**config.mk**
```make
export PLATFORM = sky130hd
export DESIGN_NAME = spl_cfg
export DESIGN_NICKNAME = d
export VERILOG_FILES = /design/src/core/spl_pkg_end.sv /design/src/core/spl_pkg.sv /design/src/core/spl_cfg.sv /design/src/core/spl_check_tick.sv
export VERILOG_INCLUDE_DIRS = /design/src /design/src/core
export SDC_FILE = /design/constraint.sdc
export NUM_CORES = 1
export LEC_CHECK = 0
export ABC_CLOCK_PERIOD_IN_PS = 2600
export BUFFER_PORTS_ARGS = -buffer_cell sky130_fd_sc_hd__buf_2
export CAP_MARGIN = 20
export CORE_ASPECT_RATIO = 1.25
export CORE_MARGIN = 5
export CORE_UTILIZATION = 57
export CTS_CLUSTER_DIAMETER = 60
export DETAILED_ROUTE_END_ITERATION = 10
export GPL_TIMING_DRIVEN = 1
export PLACE_DENSITY = 0.77
export SLEW_MARGIN = 20
export SYNTH_ARGS = -nofsm -noshare
export SYNTH_HDL_FRONTEND = slang
export SYNTH_SLANG_ARGS = --single-unit
```
**constraint.sdc**
```tcl
create_clock -name hclk -period 2.6 [get_ports hclk]
set_clock_uncertainty 0.1 [all_clocks]
set_input_delay 0 -clock hclk [delete_from_list [all_inputs] [get_ports hclk]]
set_output_delay 0 -clock hclk [all_outputs]
set_load 0.05 [all_outputs]
```
**src/core/spl_regs.svh**
```systemverilog
// register offsets, field positions, reset values and counts for the power/lock/resync config block
`ifndef SPL_REGS_SVH
`define SPL_REGS_SVH

`define SPL_OFF_WORD_DATA      12'h000
`define SPL_OFF_WORD_CTRL      12'h004
`define SPL_OFF_REG6           12'h008
`define SPL_OFF_REG7           12'h00C
`define SPL_OFF_REG8           12'h010
`define SPL_OFF_REG9           12'h014
`define SPL_OFF_REG10          12'h018
`define SPL_OFF_REG11          12'h01C
`define SPL_OFF_REG12          12'h020
`define SPL_OFF_STATUS         12'h024

`define SPL_SEL_R6             4'h6
`define SPL_SEL_R7             4'h7
`define SPL_SEL_R8             4'h8
`define SPL_SEL_R9             4'h9
`define SPL_SEL_R10            4'hA
`define SPL_SEL_R11            4'hB
`define SPL_SEL_R12            4'hC

`define SPL_R6_PWRDN_BIT       6
`define SPL_R6_CP3S_BIT        5
`define SPL_R6_CNTRST_BIT      4
`define SPL_R7_LDCNT_HI        31
`define SPL_R7_LDCNT_LO        25
`define SPL_R7_RATE_BIT        24
`define SPL_R7_NDLY_HI         23
`define SPL_R7_NDLY_LO         22
`define SPL_R7_PSB_HI          21
`define SPL_R7_PSB_LO          20
`define SPL_R7_MODE_HI         19
`define SPL_R7_MODE_LO         18
`define SPL_R7_SECOND_RESYNC_DIVIDER_HI         17
`define SPL_R7_SECOND_RESYNC_DIVIDER_LO         6
`define SPL_R9_BIAS_HI         31
`define SPL_R9_BIAS_LO         30
`define SPL_R11_PDS_BIT        31
`define SPL_R12_LESYNC_BIT     20

`define SPL_RESET_WORD         32'h0000_0000
`define SPL_MODE_RESYNC        2'h2
`define SPL_MODE_OFF           2'h0
`define SPL_SLOW_CHECK_DIV     6'h20
`define SPL_LDCNT_W            7
`define SPL_NDLY_VAL           2'h1
`define SPL_PSB_VAL            2'h2

`endif

```
**src/core/spl_pkg_end.sv**
```systemverilog
// intentionally minimal: package compile-order anchor is spl_pkg.sv
`default_nettype none
`default_nettype wire

```
**src/core/spl_pkg.sv**
```systemverilog
// types shared by the power/lock/resync config block
`default_nettype none
package spl_pkg;
    typedef struct packed {
        logic        pwrdn;
        logic        cp_tristate;
        logic        counter_reset;
        logic        regulator_on;
        logic [6:0]  lock_detect_initial_count;
        logic        lock_check_rate_select;
        logic [1:0]  clk_div_mode;
        logic [11:0] second_resync_divider;
        logic [1:0]  lock_bias;
        logic        resync_enable;
    } spl_ctrl_t;

    typedef enum logic [2:0] {
        SPL_IDLE  = 3'b001,
        SPL_LOAD  = 3'b010,
        SPL_DONE  = 3'b100
    } spl_state_t;
endpackage
`default_nettype wire

```
**src/core/spl_cfg.sv**
```systemverilog
// power-down, counter reset, lock detect and resync configuration register bank
//
// Local design decisions: the placing of the registers and register access over AHB-Lite.
`include "spl_regs.svh"
`default_nettype none
module spl_cfg
(
    input  wire logic        hclk,
    input  wire logic        hresetn,
    input  wire logic        hsel,
    input  wire logic [31:0] haddr,
    input  wire logic [1:0]  htrans,
    input  wire logic        hwrite,
    input  wire logic [2:0]  hsize,
    input  wire logic [31:0] hwdata,
    input  wire logic        hready,
    output logic [31:0]      hrdata,
    output logic             hreadyout,
    output logic             hresp,
    input  wire logic        compare_tick,
    input  wire logic        lock_seen,
    output logic             blocks_enabled,
    output logic             regulator_on,
    output logic             cp_tristate,
    output logic             counters_in_reset,
    output logic             resync_enable,
    output logic [1:0]       lock_bias,
    output logic [11:0]      second_resync_divider,
    output logic             lock_declared,
    output logic             load_lost
);
    spl_pkg::spl_ctrl_t ctrl;
    spl_pkg::spl_state_t st_q;
    spl_pkg::spl_state_t st_d;

    logic [31:0] word_q;
    logic [31:0] r6_q;
    logic [31:0] r7_q;
    logic [31:0] r8_q;
    logic [31:0] r9_q;
    logic [31:0] r10_q;
    logic [31:0] r11_q;
    logic [31:0] r12_q;
    logic        wr_pend_q;
    logic [11:0] wr_addr_q;
    logic        rd_pend_q;
    logic [11:0] rd_addr_q;
    logic        load_strobe;
    logic [6:0]  ld_cnt_q;
    logic        lock_q;
    logic        lost_q;
    logic        check_tick;
    logic        stuck_q;
    logic [31:0] rd_mux;

    // bus slave: always zero wait, always OKAY
    assign hreadyout = 1'b1;
    assign hresp     = 1'b0;

    always_ff @(posedge hclk or negedge hresetn)
    begin
        if (!hresetn)
        begin
            wr_pend_q <= 1'b0;
            rd_pend_q <= 1'b0;
            wr_addr_q <= 12'h000;
            rd_addr_q <= 12'h000;
        end
        else if (hready)
        begin
            wr_pend_q <= hsel && htrans[1] && hwrite && hsize == 3'h2;
            rd_pend_q <= hsel && htrans[1] && !hwrite;
            wr_addr_q <= haddr[11:0];
            rd_addr_q <= haddr[11:0];
        end
    end

    // staging word the host writes in one bus write; a ctrl write with bit 0 set pulses the load strobe
    always_ff @(posedge hclk or negedge hresetn)
    begin
        if (!hresetn)
            word_q <= `SPL_RESET_WORD;
        else if (wr_pend_q && wr_addr_q == `SPL_OFF_WORD_DATA)
            word_q <= hwdata;
    end

    always_comb
    begin
        st_d = st_q;
        unique case (st_q)
            spl_pkg::SPL_IDLE:
                if (wr_pend_q && wr_addr_q == `SPL_OFF_WORD_CTRL && hwdata[0])
                    st_d = spl_pkg::SPL_LOAD;
            spl_pkg::SPL_LOAD:
                st_d = spl_pkg::SPL_DONE;
            spl_pkg::SPL_DONE:
                st_d = spl_pkg::SPL_IDLE;
            default:
                st_d = spl_pkg::SPL_IDLE;
        endcase
    end

    always_ff @(posedge hclk or negedge hresetn)
    begin
        if (!hresetn)
            st_q <= spl_pkg::SPL_IDLE;
        else
            st_q <= st_d;
    end

    assign load_strobe = (st_q == spl_pkg::SPL_LOAD);

    // only the addressed word takes the upper 28 bits; select code is kept too
    always_ff @(posedge hclk or negedge hresetn)
    begin
        if (!hresetn)
        begin
            r6_q  <= `SPL_RESET_WORD;
            r7_q  <= `SPL_RESET_WORD;
            r8_q  <= `SPL_RESET_WORD;
            r9_q  <= `SPL_RESET_WORD;
            r10_q <= `SPL_RESET_WORD;
            r11_q <= `SPL_RESET_WORD;
            r12_q <= `SPL_RESET_WORD;
        end
        else if (load_strobe && !stuck_q)
        begin
            unique case (word_q[3:0])
                `SPL_SEL_R6:  r6_q  <= word_q;
                `SPL_SEL_R7:  r7_q  <= word_q;
                `SPL_SEL_R8:  r8_q  <= word_q;
                `SPL_SEL_R9:  r9_q  <= word_q;
                `SPL_SEL_R10: r10_q <= word_q;
                `SPL_SEL_R11: r11_q <= word_q;
                `SPL_SEL_R12: r12_q <= word_q;
                default:      ;
            endcase
        end
    end

    // writing power-down while synchronised load is on locks the chip out of wake-up
    always_ff @(posedge hclk or negedge hresetn)
    begin
        if (!hresetn)
            stuck_q <= 1'b0;
        else if (load_strobe && word_q[3:0] == `SPL_SEL_R6 && word_q[`SPL_R6_PWRDN_BIT] && r12_q[`SPL_R12_LESYNC_BIT])
            stuck_q <= 1'b1;
    end

    always_comb
    begin
        ctrl.pwrdn                     = r6_q[`SPL_R6_PWRDN_BIT] || stuck_q;
        ctrl.cp_tristate               = r6_q[`SPL_R6_CP3S_BIT];
        ctrl.counter_reset             = r6_q[`SPL_R6_CNTRST_BIT];
        ctrl.regulator_on              = !ctrl.pwrdn || r11_q[`SPL_R11_PDS_BIT];
        ctrl.lock_detect_initial_count = r7_q[`SPL_R7_LDCNT_HI:`SPL_R7_LDCNT_LO];
        ctrl.lock_check_rate_select    = r7_q[`SPL_R7_RATE_BIT];
        ctrl.clk_div_mode              = r7_q[`SPL_R7_MODE_HI:`SPL_R7_MODE_LO];
        ctrl.second_resync_divider     = r7_q[`SPL_R7_SECOND_RESYNC_DIVIDER_HI:`SPL_R7_SECOND_RESYNC_DIVIDER_LO];
        ctrl.lock_bias                 = r9_q[`SPL_R9_BIAS_HI:`SPL_R9_BIAS_LO];
        ctrl.resync_enable             = (ctrl.clk_div_mode == `SPL_MODE_RESYNC);
    end

    // power-down gates outputs only; stored words untouched
    always_ff @(posedge hclk or negedge hresetn)
    begin
        if (!hresetn)
        begin
            blocks_enabled        <= 1'b1;
            regulator_on          <= 1'b1;
            cp_tristate           <= 1'b0;
            counters_in_reset     <= 1'b0;
            resync_enable         <= 1'b0;
            lock_bias             <= 2'h0;
            second_resync_divider <= 12'h000;
        end
        else
        begin
            blocks_enabled        <= !ctrl.pwrdn;
            regulator_on          <= ctrl.regulator_on;
            cp_tristate           <= ctrl.cp_tristate || ctrl.pwrdn;
            counters_in_reset     <= ctrl.counter_reset || ctrl.pwrdn;
            resync_enable         <= ctrl.resync_enable && !ctrl.pwrdn;
            lock_bias             <= ctrl.lock_bias;
            second_resync_divider <= ctrl.second_resync_divider;
        end
    end

    spl_check_tick u_tick
    (
        .hclk         (hclk),
        .hresetn      (hresetn),
        .compare_tick (compare_tick),
        .every_cycle  (ctrl.lock_check_rate_select),
        .hold         (ctrl.counter_reset || ctrl.pwrdn),
        .check_tick   (check_tick)
    );

    // lock counter: reloaded on a miss, lock on a hit that finds it at zero
    always_ff @(posedge hclk or negedge hresetn)
    begin
        if (!hresetn)
        begin
            ld_cnt_q <= 7'h00;
            lock_q   <= 1'b0;
        end
        else if (ctrl.counter_reset || ctrl.pwrdn || (check_tick && !lock_seen))
        begin
            ld_cnt_q <= ctrl.lock_detect_initial_count;
            lock_q   <= 1'b0;
        end
        else if (check_tick)
        begin
            if (ld_cnt_q == 7'h00)
                lock_q <= 1'b1;
            else
                ld_cnt_q <= ld_cnt_q - 7'h01;
        end
    end

    assign lock_declared = lock_q;
    assign load_lost     = lost_q;

    always_ff @(posedge hclk or negedge hresetn)
    begin
        if (!hresetn)
            lost_q <= 1'b0;
        else
            lost_q <= stuck_q;
    end

    always_comb
    begin
        rd_mux = 32'h0000_0000;
        unique case (rd_addr_q)
            `SPL_OFF_WORD_DATA: rd_mux = word_q;
            `SPL_OFF_REG6:      rd_mux = r6_q;
            `SPL_OFF_REG7:      rd_mux = r7_q;
            `SPL_OFF_REG8:      rd_mux = r8_q;
            `SPL_OFF_REG9:      rd_mux = r9_q;
            `SPL_OFF_REG10:     rd_mux = r10_q;
            `SPL_OFF_REG11:     rd_mux = r11_q;
            `SPL_OFF_REG12:     rd_mux = r12_q;
            `SPL_OFF_STATUS:    rd_mux = {28'h0000000, stuck_q, lock_q, ctrl.resync_enable, !ctrl.pwrdn};
            default:            rd_mux = 32'h0000_0000;
        endcase
    end

    // data phase of a zero-wait read is combinational from the captured address
    always_comb
    begin
        hrdata = rd_pend_q ? rd_mux : 32'h0000_0000;
    end

    // control outputs follow the stored words one edge later
    a_pwrdn_gate: assert property (@(posedge hclk) disable iff (!hresetn)
        ctrl.pwrdn |=> !blocks_enabled && cp_tristate && counters_in_reset)
        else $error("power-down did not disable blocks");
    a_pwrdn_wake: assert property (@(posedge hclk) disable iff (!hresetn)
        !ctrl.pwrdn |=> blocks_enabled)
        else $error("blocks stayed disabled after wake-up");
    a_regs_kept: assert property (@(posedge hclk) disable iff (!hresetn)
        (ctrl.pwrdn && !load_strobe) |=> $stable(r7_q) && $stable(r9_q))
        else $error("stored word changed in power-down");
    a_words_held: assert property (@(posedge hclk) disable iff (!hresetn)
        (ctrl.pwrdn && !load_strobe) |=> $stable(r6_q) && $stable(r11_q) && $stable(r12_q))
        else $error("control word changed in power-down");
    a_reg_on: assert property (@(posedge hclk) disable iff (!hresetn)
        (ctrl.pwrdn && r11_q[31]) |=> regulator_on)
        else $error("regulator dropped with select bit set");
    a_reg_off: assert property (@(posedge hclk) disable iff (!hresetn)
        (ctrl.pwrdn && !r11_q[`SPL_R11_PDS_BIT]) |=> !regulator_on)
        else $error("regulator left on without select bit");
    a_reg_awake: assert property (@(posedge hclk) disable iff (!hresetn)
        !ctrl.pwrdn |=> regulator_on)
        else $error("regulator off while running");
    a_stuck_wake: assert property (@(posedge hclk) disable iff (!hresetn)
        stuck_q |=> stuck_q && !blocks_enabled)
        else $error("woke up despite synchronised-load lockout");
    a_stuck_frozen: assert property (@(posedge hclk) disable iff (!hresetn)
        stuck_q |=> $stable(r6_q) && $stable(r7_q) && $stable(r12_q))
        else $error("load accepted during lockout");
    a_cp_tristate: assert property (@(posedge hclk) disable iff (!hresetn)
        r6_q[5] |=> cp_tristate)
        else $error("charge pump not three-stated");
    a_cp_normal: assert property (@(posedge hclk) disable iff (!hresetn)
        (!r6_q[`SPL_R6_CP3S_BIT] && !ctrl.pwrdn) |=> !cp_tristate)
        else $error("charge pump three-stated without cause");
    a_cnt_reset: assert property (@(posedge hclk) disable iff (!hresetn)
        (r6_q[4] && !ctrl.pwrdn) |=> counters_in_reset && !lock_q)
        else $error("counters not held in reset");
    a_cnt_release: assert property (@(posedge hclk) disable iff (!hresetn)
        (!r6_q[`SPL_R6_CNTRST_BIT] && !ctrl.pwrdn) |=> !counters_in_reset)
        else $error("counters held in reset without cause");
    a_resync_mode: assert property (@(posedge hclk) disable iff (!hresetn)
        (r7_q[19:18] != 2'h2) |=> !resync_enable)
        else $error("resync enabled outside mode 10");
    a_resync_on: assert property (@(posedge hclk) disable iff (!hresetn)
        (r7_q[`SPL_R7_MODE_HI:`SPL_R7_MODE_LO] == `SPL_MODE_RESYNC && !ctrl.pwrdn) |=> resync_enable)
        else $error("resync not enabled in mode 10");
    a_second_resync_divider_field: assert property (@(posedge hclk) disable iff (!hresetn)
        ##1 second_resync_divider == $past(r7_q[17:6]) && lock_bias == $past(r9_q[31:30]))
        else $error("field output mismatch");

    // lock counter and word select
    a_ld_reload: assert property (@(posedge hclk) disable iff (!hresetn)
        (check_tick && !lock_seen && !ctrl.counter_reset) |=> ld_cnt_q == $past(ctrl.lock_detect_initial_count))
        else $error("lock counter not reloaded");
    a_lock_detect_initial_count_down: assert property (@(posedge hclk) disable iff (!hresetn)
        (check_tick && lock_seen && ld_cnt_q != 7'h00) |=> ld_cnt_q == $past(ld_cnt_q) - 7'h01)
        else $error("lock counter did not count down");
    a_lock_set: assert property (@(posedge hclk) disable iff (!hresetn)
        (check_tick && lock_seen && ld_cnt_q == 7'h00) |=> lock_q)
        else $error("lock not declared at zero count");
    a_fast_rate: assert property (@(posedge hclk) disable iff (!hresetn)
        (compare_tick && ctrl.lock_check_rate_select && !ctrl.counter_reset && !ctrl.pwrdn) |-> check_tick)
        else $error("fast rate skipped a comparison");
    a_slow_skip: assert property (@(posedge hclk) disable iff (!hresetn)
        (check_tick && !ctrl.lock_check_rate_select) |=> !check_tick || ctrl.lock_check_rate_select)
        else $error("slow rate checked two comparisons in a row");
    a_select_only: assert property (@(posedge hclk) disable iff (!hresetn)
        (load_strobe && !stuck_q && word_q[3:0] == 4'h7) |=> $stable(r9_q) && r7_q == $past(word_q))
        else $error("word stored into wrong register");
    a_select_r9: assert property (@(posedge hclk) disable iff (!hresetn)
        (load_strobe && !stuck_q && word_q[3:0] == `SPL_SEL_R9) |=> $stable(r7_q) && r9_q == $past(word_q))
        else $error("word nine not stored alone");
    a_bad_select: assert property (@(posedge hclk) disable iff (!hresetn)
        (load_strobe && (word_q[3:0] < 4'h6 || word_q[3:0] > 4'hC)) |=> $stable(r6_q) && $stable(r7_q) && $stable(r9_q))
        else $error("word with unknown select code was stored");
endmodule
`default_nettype wire

```
**src/core/spl_check_tick.sv**
```systemverilog
// lock check tick divider: every comparison or every 32nd
`include "spl_regs.svh"
`default_nettype none
module spl_check_tick
(
    input  wire logic hclk,
    input  wire logic hresetn,
    input  wire logic compare_tick,
    input  wire logic every_cycle,
    input  wire logic hold,
    output logic      check_tick
);
    logic [5:0] cnt_q;

    always_ff @(posedge hclk or negedge hresetn)
    begin
        if (!hresetn)
            cnt_q <= 6'h00;
        else if (hold)
            cnt_q <= 6'h00;
        else if (compare_tick)
            cnt_q <= (cnt_q == `SPL_SLOW_CHECK_DIV - 6'h01) ? 6'h00 : cnt_q + 6'h01;
    end

    always_comb
    begin
        check_tick = compare_tick && !hold && (every_cycle || cnt_q == `SPL_SLOW_CHECK_DIV - 6'h01);
    end

    a_slow_rate: assert property (@(posedge hclk) disable iff (!hresetn)
        (check_tick && !every_cycle) |-> (cnt_q == 6'h1F))
        else $error("slow check tick off the 32nd comparison");
endmodule
`default_nettype wire

```
# ---- After elaboration in Yosys (flattened, before gate mapping)
# Cells that the tools add are included.
# W data, S select, Z words.
dict set report totals {
  ff_bits 308
  input_bits 76
  output_inout_bits 55
  word_cells 102
}
dict set report classes {
  addsub 2
  eq_ne 23
  n_mux 13
  n_reduce_logical 40
}
# op n
set ops {}
lappend ops {{$pmux W32 S9} 1}
lappend ops {{$eq A12 B5 Y1 const B} 4}
lappend ops {{$mux W32} 1}
lappend ops {{$eq A12 B4 Y1 const B} 2}
lappend ops {{$eq A12 B6 Y1 const B} 2}
lappend ops {{$mux W7} 3}
lappend ops {{$eq A4 B4 Y1 const B} 5}
lappend ops {{$mux W6} 3}
lappend ops {{$reduce_and A2 Y1} 9}
lappend ops {{$logic_and A1 B1 Y1} 15}
lappend ops {{$eq A12 B3 Y1 const B} 1}
lappend ops {{$logic_not A12 Y1} 1}
lappend ops {{$eq A4 B3 Y1 const B} 2}
lappend ops {{$logic_not A7 Y1} 1}
lappend ops {{$sub A7 B1 Y7 const B} 1}
lappend ops {{$add A6 B1 Y6 const B} 1}
lappend ops {{$eq A3 B2 Y1 const B} 2}
lappend ops {{$eq A6 B5 Y1 const B} 1}
lappend ops {{$logic_or A1 B1 Y1} 6}
lappend ops {{$pmux W3 S2} 1}
lappend ops {{$reduce_bool A2 Y1} 3}
lappend ops {{$logic_not A1 Y1} 5}
lappend ops {{$ne A2 B2 Y1 const B} 2}
lappend ops {{$eq A3 B1 Y1 const B} 1}
lappend ops {{3 further kinds} 5}

# ---- Logic depth before layout (Yosys ltp)
dict set report logic_depth {
  ltp_word 9
  mapped_depth 7
  mapped_depth_nobuf 6
}

# ---- Hierarchy
# Synthesis repeated with hierarchy kept, for this count alone.
dict set report hier_totals {
  hier_cells 1036
  area_unflattened_um2 14098.5
}
# mod instances cells_each area_per_inst_um2 seq_area_each_um2
set by_module_without_submodules {}
lappend by_module_without_submodules {spl_cfg 1 1001 13765.7 7561.0}
lappend by_module_without_submodules {spl_check_tick 1 35 332.8 150.1}

# ---- Worst setup path before layout
# Ideal clock, no wire load.
dict set report synth_timing {
  kind {register to output}
  from {register rd_addr_q[1]}
  to {output port hrdata[29]}
  arrival_ps 2637
  t_required_ps 2500
  path_slack_ps -137
  stages_incl_launch_ff 7
  n_path_buf 2
  path_cell_list {dfrtp_1 buf_2 or4b_2 buf_2 nor4_1 a41oi_1 a31oi_1}
}
dict set report synth_via {
  elab_chain_cells 3
  word_cells_on_any_way 11
  cone_classes {eq/ne (8); mux (2); reduce/logical (1)}
}
# element line
set synth_rtl {}
lappend synth_rtl {{from (decl)} spl_cfg.sv:47} ;# logic [11:0] rd_addr_q;
lappend synth_rtl {{from (signal assigned)} spl_cfg.sv:74} ;# rd_addr_q <= haddr[11:0];
lappend synth_rtl {{$eq A12 B6 Y1 (tied with other cells)} spl_cfg.sv:235} ;# unique case (rd_addr_q)
lappend synth_rtl {{$pmux W32 S9 (*)} spl_cfg.sv:235}
lappend synth_rtl {{$mux W32 (*)} spl_cfg.sv:252} ;# hrdata = rd_pend_q ? rd_mux : 32'h0000_0000;
lappend synth_rtl {{to (decl)} spl_cfg.sv:17} ;# output logic [31:0] hrdata,
# Mark *: on every way between the ends. The rest lies on a longest branch, timed or not.

# ---- Worst setup path in the final report
dict set report layout_timing {
  from {register rd_addr_q[7]}
  to {output port hrdata[21]}
}
# Same word-level chain as after synthesis.

==> run metrics <==
Inserted Diodes=0; count of flip-flops with a built-in enable after synthesis=0; Mapped Area=14020 sq um; number of antenna violations at the first check in global routing=0; endpoint class of the critical path=primary output; violated checks=setup timing; share of the synthesized area in the top cell type=0.5444; most common cell in the netlist=sky130_fd_sc_hd__dfrtp_1; total routing usage reported by global routing=0.2807; startpoint of the most critical register-to-register path=st_q[2]$_DFFE_PN0P_; area growth from synthesis to layout=29.07%; worst reg-to-reg path cell count=5; Routed Wire Length=40920 um; Initial Utilization=0.5760; worst hold path type=input pin to register; top cells by area, synth=sky130_fd_sc_hd__dfrtp_1 (54%), sky130_fd_sc_hd__mux2_2 (20%), sky130_fd_sc_hd__mux2i_1 (2.6%); number of synthesized register bits=308; library cell occupying the most area in the post-synthesis netlist=sky130_fd_sc_hd__dfrtp_1; clock transition at the registers of the reported paths=0.07 ns; most numerous cell types in the synthesized netlist=sky130_fd_sc_hd__dfrtp_1 (305), sky130_fd_sc_hd__mux2_2 (255), sky130_fd_sc_hd__mux2i_1 (36), sky130_fd_sc_hd__nor2_1 (33); first-pass GRT wire length=60780 um; num ports=131; synthesized net count=1147; number of buffers added by the clock tree synthesis step=30; fraction of the yosys area taken by sequential cells=0.5500; dpl hpwl=23720 um; number of input and output port buffers inserted=107; data required time at the worst endpoint=2.50 ns; vertical extent of the die=185.4 um; global placement routability congestion=0.9145; Yosys Warn Count=0; core area=24340 sq um; share of the cycle needed by the critical path after routing=1.106; end point of the most critical hold path=word_q[6]$_DFFE_PN0P_; gate count of the mapped netlist=1068; minimum clock period=2.876 ns; worst slew pin tran=0.6099 ns; aggregate negative setup slack=-6.889 ns; largest vdd supply drop=0.4915 mV; type of the worst setup path=register to primary output; die boundary width=150.3 um; number of nets still failing antenna checks after routing=0; count of TritonRoute iterations in the first routing pass=5; Vias/cell=6.408; maximum number of pins on one net before global-route repair=59; ys flop type=sky130_fd_sc_hd__dfrtp_1; H-tree lvl count=1; setup slack of the most critical reg-to-reg path=0.22 ns; number of max-cap violations=0; Startpoint Class=register; number of rows in the core area=64; detail-routed net length per standard cell=24.97 um; highest attainable clock frequency=347.8 MHz; Power Dens Cells=574.9 nW/um^2; critical path peak fanout=8; run status=complete, but fails checks; leakage component of the power=8.573 nW; count of cell types in the netlist=67; async set or reset register ratio after synthesis=1.000; unrepaired setup endpoints after global routing=true; insertion delay of the later-clocked pin in the worst-skew pair=0.55 ns; GRT overflow=0; endpoints failing hold=0; clock tree root driver cell=sky130_fd_sc_hd__clkbuf_16; WHS Path Cells=3; Setup WS post-layout=-0.2755 ns; Worst Min Path Start=hwdata[6]; arrival time worst endpoint=2.78 ns; Avg Cell Area, Syn=13.13 sq um; count of nets after finishing=1364; number of design-rule violations left by the first detailed-router iteration=891; sink count of the clock tree=308; placement-stage worst setup slack=0.1624 ns; reg-to-reg endpoint=r11_q[25]$_DFFE_PN0P_; maximum buffer depth of the clock tree=3; Max transition margin=0.5934; vias in the first global route=10950; Die ar.=27850 sq um; share of layout cells above drive strength 1=0.4629; clock tree from TritonCTS=yes; number of remaining DRC errors=0; Max Transition Viols Final=0; via total after detailed routing=10500; total setup violations reported at the end of the flow=32
==> state kept, by name, summed over array words and instances (netlist names), 6 cells and up <==
register               flops
r11_q                     32
r6_q                      32
r10_q                     32
u_tick.cnt_q               6
r8_q                      32
rd_addr_q                 12
word_q                    32
second_resync_divider     12
r12_q                     32
r7_q                      32
r9_q                      32
ld_cnt_q                   7
==> worst max path at each step <==
stage | endpoint | from | slack [ns] | depth (start not counted)
after global routing | hrdata[26] | rd_addr_q[7]$_DFFE_PN0P_ | -0.34 | 8
after floorplan | hrdata[0] | rd_addr_q[7]$_DFFE_PN0P_ | -0.06 | 6
final | hrdata[21] | rd_addr_q[7]$_DFFE_PN0P_ | -0.28 | 9
after detailed placement | hrdata[24] | rd_addr_q[3]$_DFFE_PN0P_ | 0.16 | 7
after global placement | hrdata[26] | rd_addr_q[5]$_DFFE_PN0P_ | 0.18 | 7
after CTS | hrdata[30] | rd_addr_q[7]$_DFFE_PN0P_ | -0.23 | 7
==> metrics by stage <==
stage / hold WS, ns / instances / utilization / total power, mW / cell area [sq um]
2_1_floorplan: -0.3956 / 1068 / - / 5.466 / 14090
3_3_place_gp: -0.04023 / 1494 / 0.6300 / 5.813 / 15340
3_5_place_dp: -0.03753 / 1494 / 0.6300 / 5.834 / 15340
4_1_cts: 0.1080 / 1630 / 0.7233 / 10.38 / 17610
5_1_grt: 0.1217 / 1639 / 0.7434 / 10.73 / 18100
6_report: 0.1108 / 1639 / 0.7434 / 10.40 / 18100
==> kinds of logic (layout without fill, tap and decap cells) <==
family / count (synthesis) / after routing / share of synthesized area
flip-flops: 308 / 308 / 0.5500
multiplexers: 294 / 294 / 0.2353
AND/OR/NAND/NOR: 205 / 205 / 0.09040
AO/OA/AOI/OAI: 167 / 167 / 0.08826
buffers and inverters: 87 / 328 / 0.03159
adder cells (fa/ha/maj): 3 / 3 / 0.002677
other: 2 / 2 / 0.0005356
XOR/XNOR: 2 / 2 / 0.001250
==> area by class of cell <==
class / count / area [sq um]
Timing Repair Buffer: 265 / 2422
Multi-Input combinational cell: 673 / 6496
Clock buffer: 47 / 895.9
Tap cell: 330 / 412.9
Fill cell: 1477 / 6246
Inverter: 7 / 26.28
Sequential cell: 308 / 7717
Clock inverter: 9 / 126.4
==> worst max-delay path: stages, from the launching register on <==
cell and delay (ns):
sky130_fd_sc_hd__dfrtp_1 0.38, sky130_fd_sc_hd__or4_4 0.55, sky130_fd_sc_hd__buf_12 0.16, sky130_fd_sc_hd__buf_4 0.14
sky130_fd_sc_hd__nor2_4 0.15, sky130_fd_sc_hd__buf_8 0.17, sky130_fd_sc_hd__buf_6 0.13, sky130_fd_sc_hd__a32oi_4 0.11
sky130_fd_sc_hd__a31oi_2 0.24, sky130_fd_sc_hd__buf_6 0.19
==> placed cells by master, fill, tap and decap left out, types with 12 or more instances in the layout <==
cell type,Yosys,final
sky130_fd_sc_hd__mux2i_1,36,36
sky130_fd_sc_hd__a22o_1,19,19
sky130_fd_sc_hd__a22oi_1,25,15
sky130_fd_sc_hd__a32oi_1,32,24
sky130_fd_sc_hd__o21ai_0,19,18
sky130_fd_sc_hd__and3_1,18,17
sky130_fd_sc_hd__buf_2,24,74
sky130_fd_sc_hd__nor3_1,19,18
sky130_fd_sc_hd__buf_12,0,13
sky130_fd_sc_hd__a31oi_4,0,12
sky130_fd_sc_hd__buf_4,5,59
sky130_fd_sc_hd__nor2_1,33,29
sky130_fd_sc_hd__a31oi_2,0,14
sky130_fd_sc_hd__mux2_2,255,255
sky130_fd_sc_hd__nand2b_1,17,17
sky130_fd_sc_hd__and2_1,20,18
sky130_fd_sc_hd__dfrtp_1,305,300
sky130_fd_sc_hd__nand2_1,20,18
sky130_fd_sc_hd__clkbuf_16,0,33
sky130_fd_sc_hd__dlygate4sd3_1,0,66
sky130_fd_sc_hd__buf_6,9,44
==> metal layers <==
metal | track usage | up-vias | routed length [um] | part of all wire
met5 | 0 | - | 0 | 0
met4 | 0.1106 | 0 | 1775 | 0.043
met3 | 0.05042 | 120 | 2996 | 0.073
met2 | 0.4861 | 556 | 20370 | 0.50
met1 | 0.3496 | 5397 | 15780 | 0.39
li1 | - | 4429 | - | -
==> power breakdown <==
group	switching [mW]	internal (mW)
clock network	1.82	2.66
logic	0.486	0.378
registers	0.165	4.89
total	2.47	7.93
==> repair_timing <==
action	in CTS	in global routing
gates resized for setup	112	64
endpoints found under the setup margin	32	32
hold buffers	67	0
pin swaps	10	38
hold endpoints to repair	366	0
buffers inserted	11	6
cloned	2	3
(Power assumes the default switching activity.)
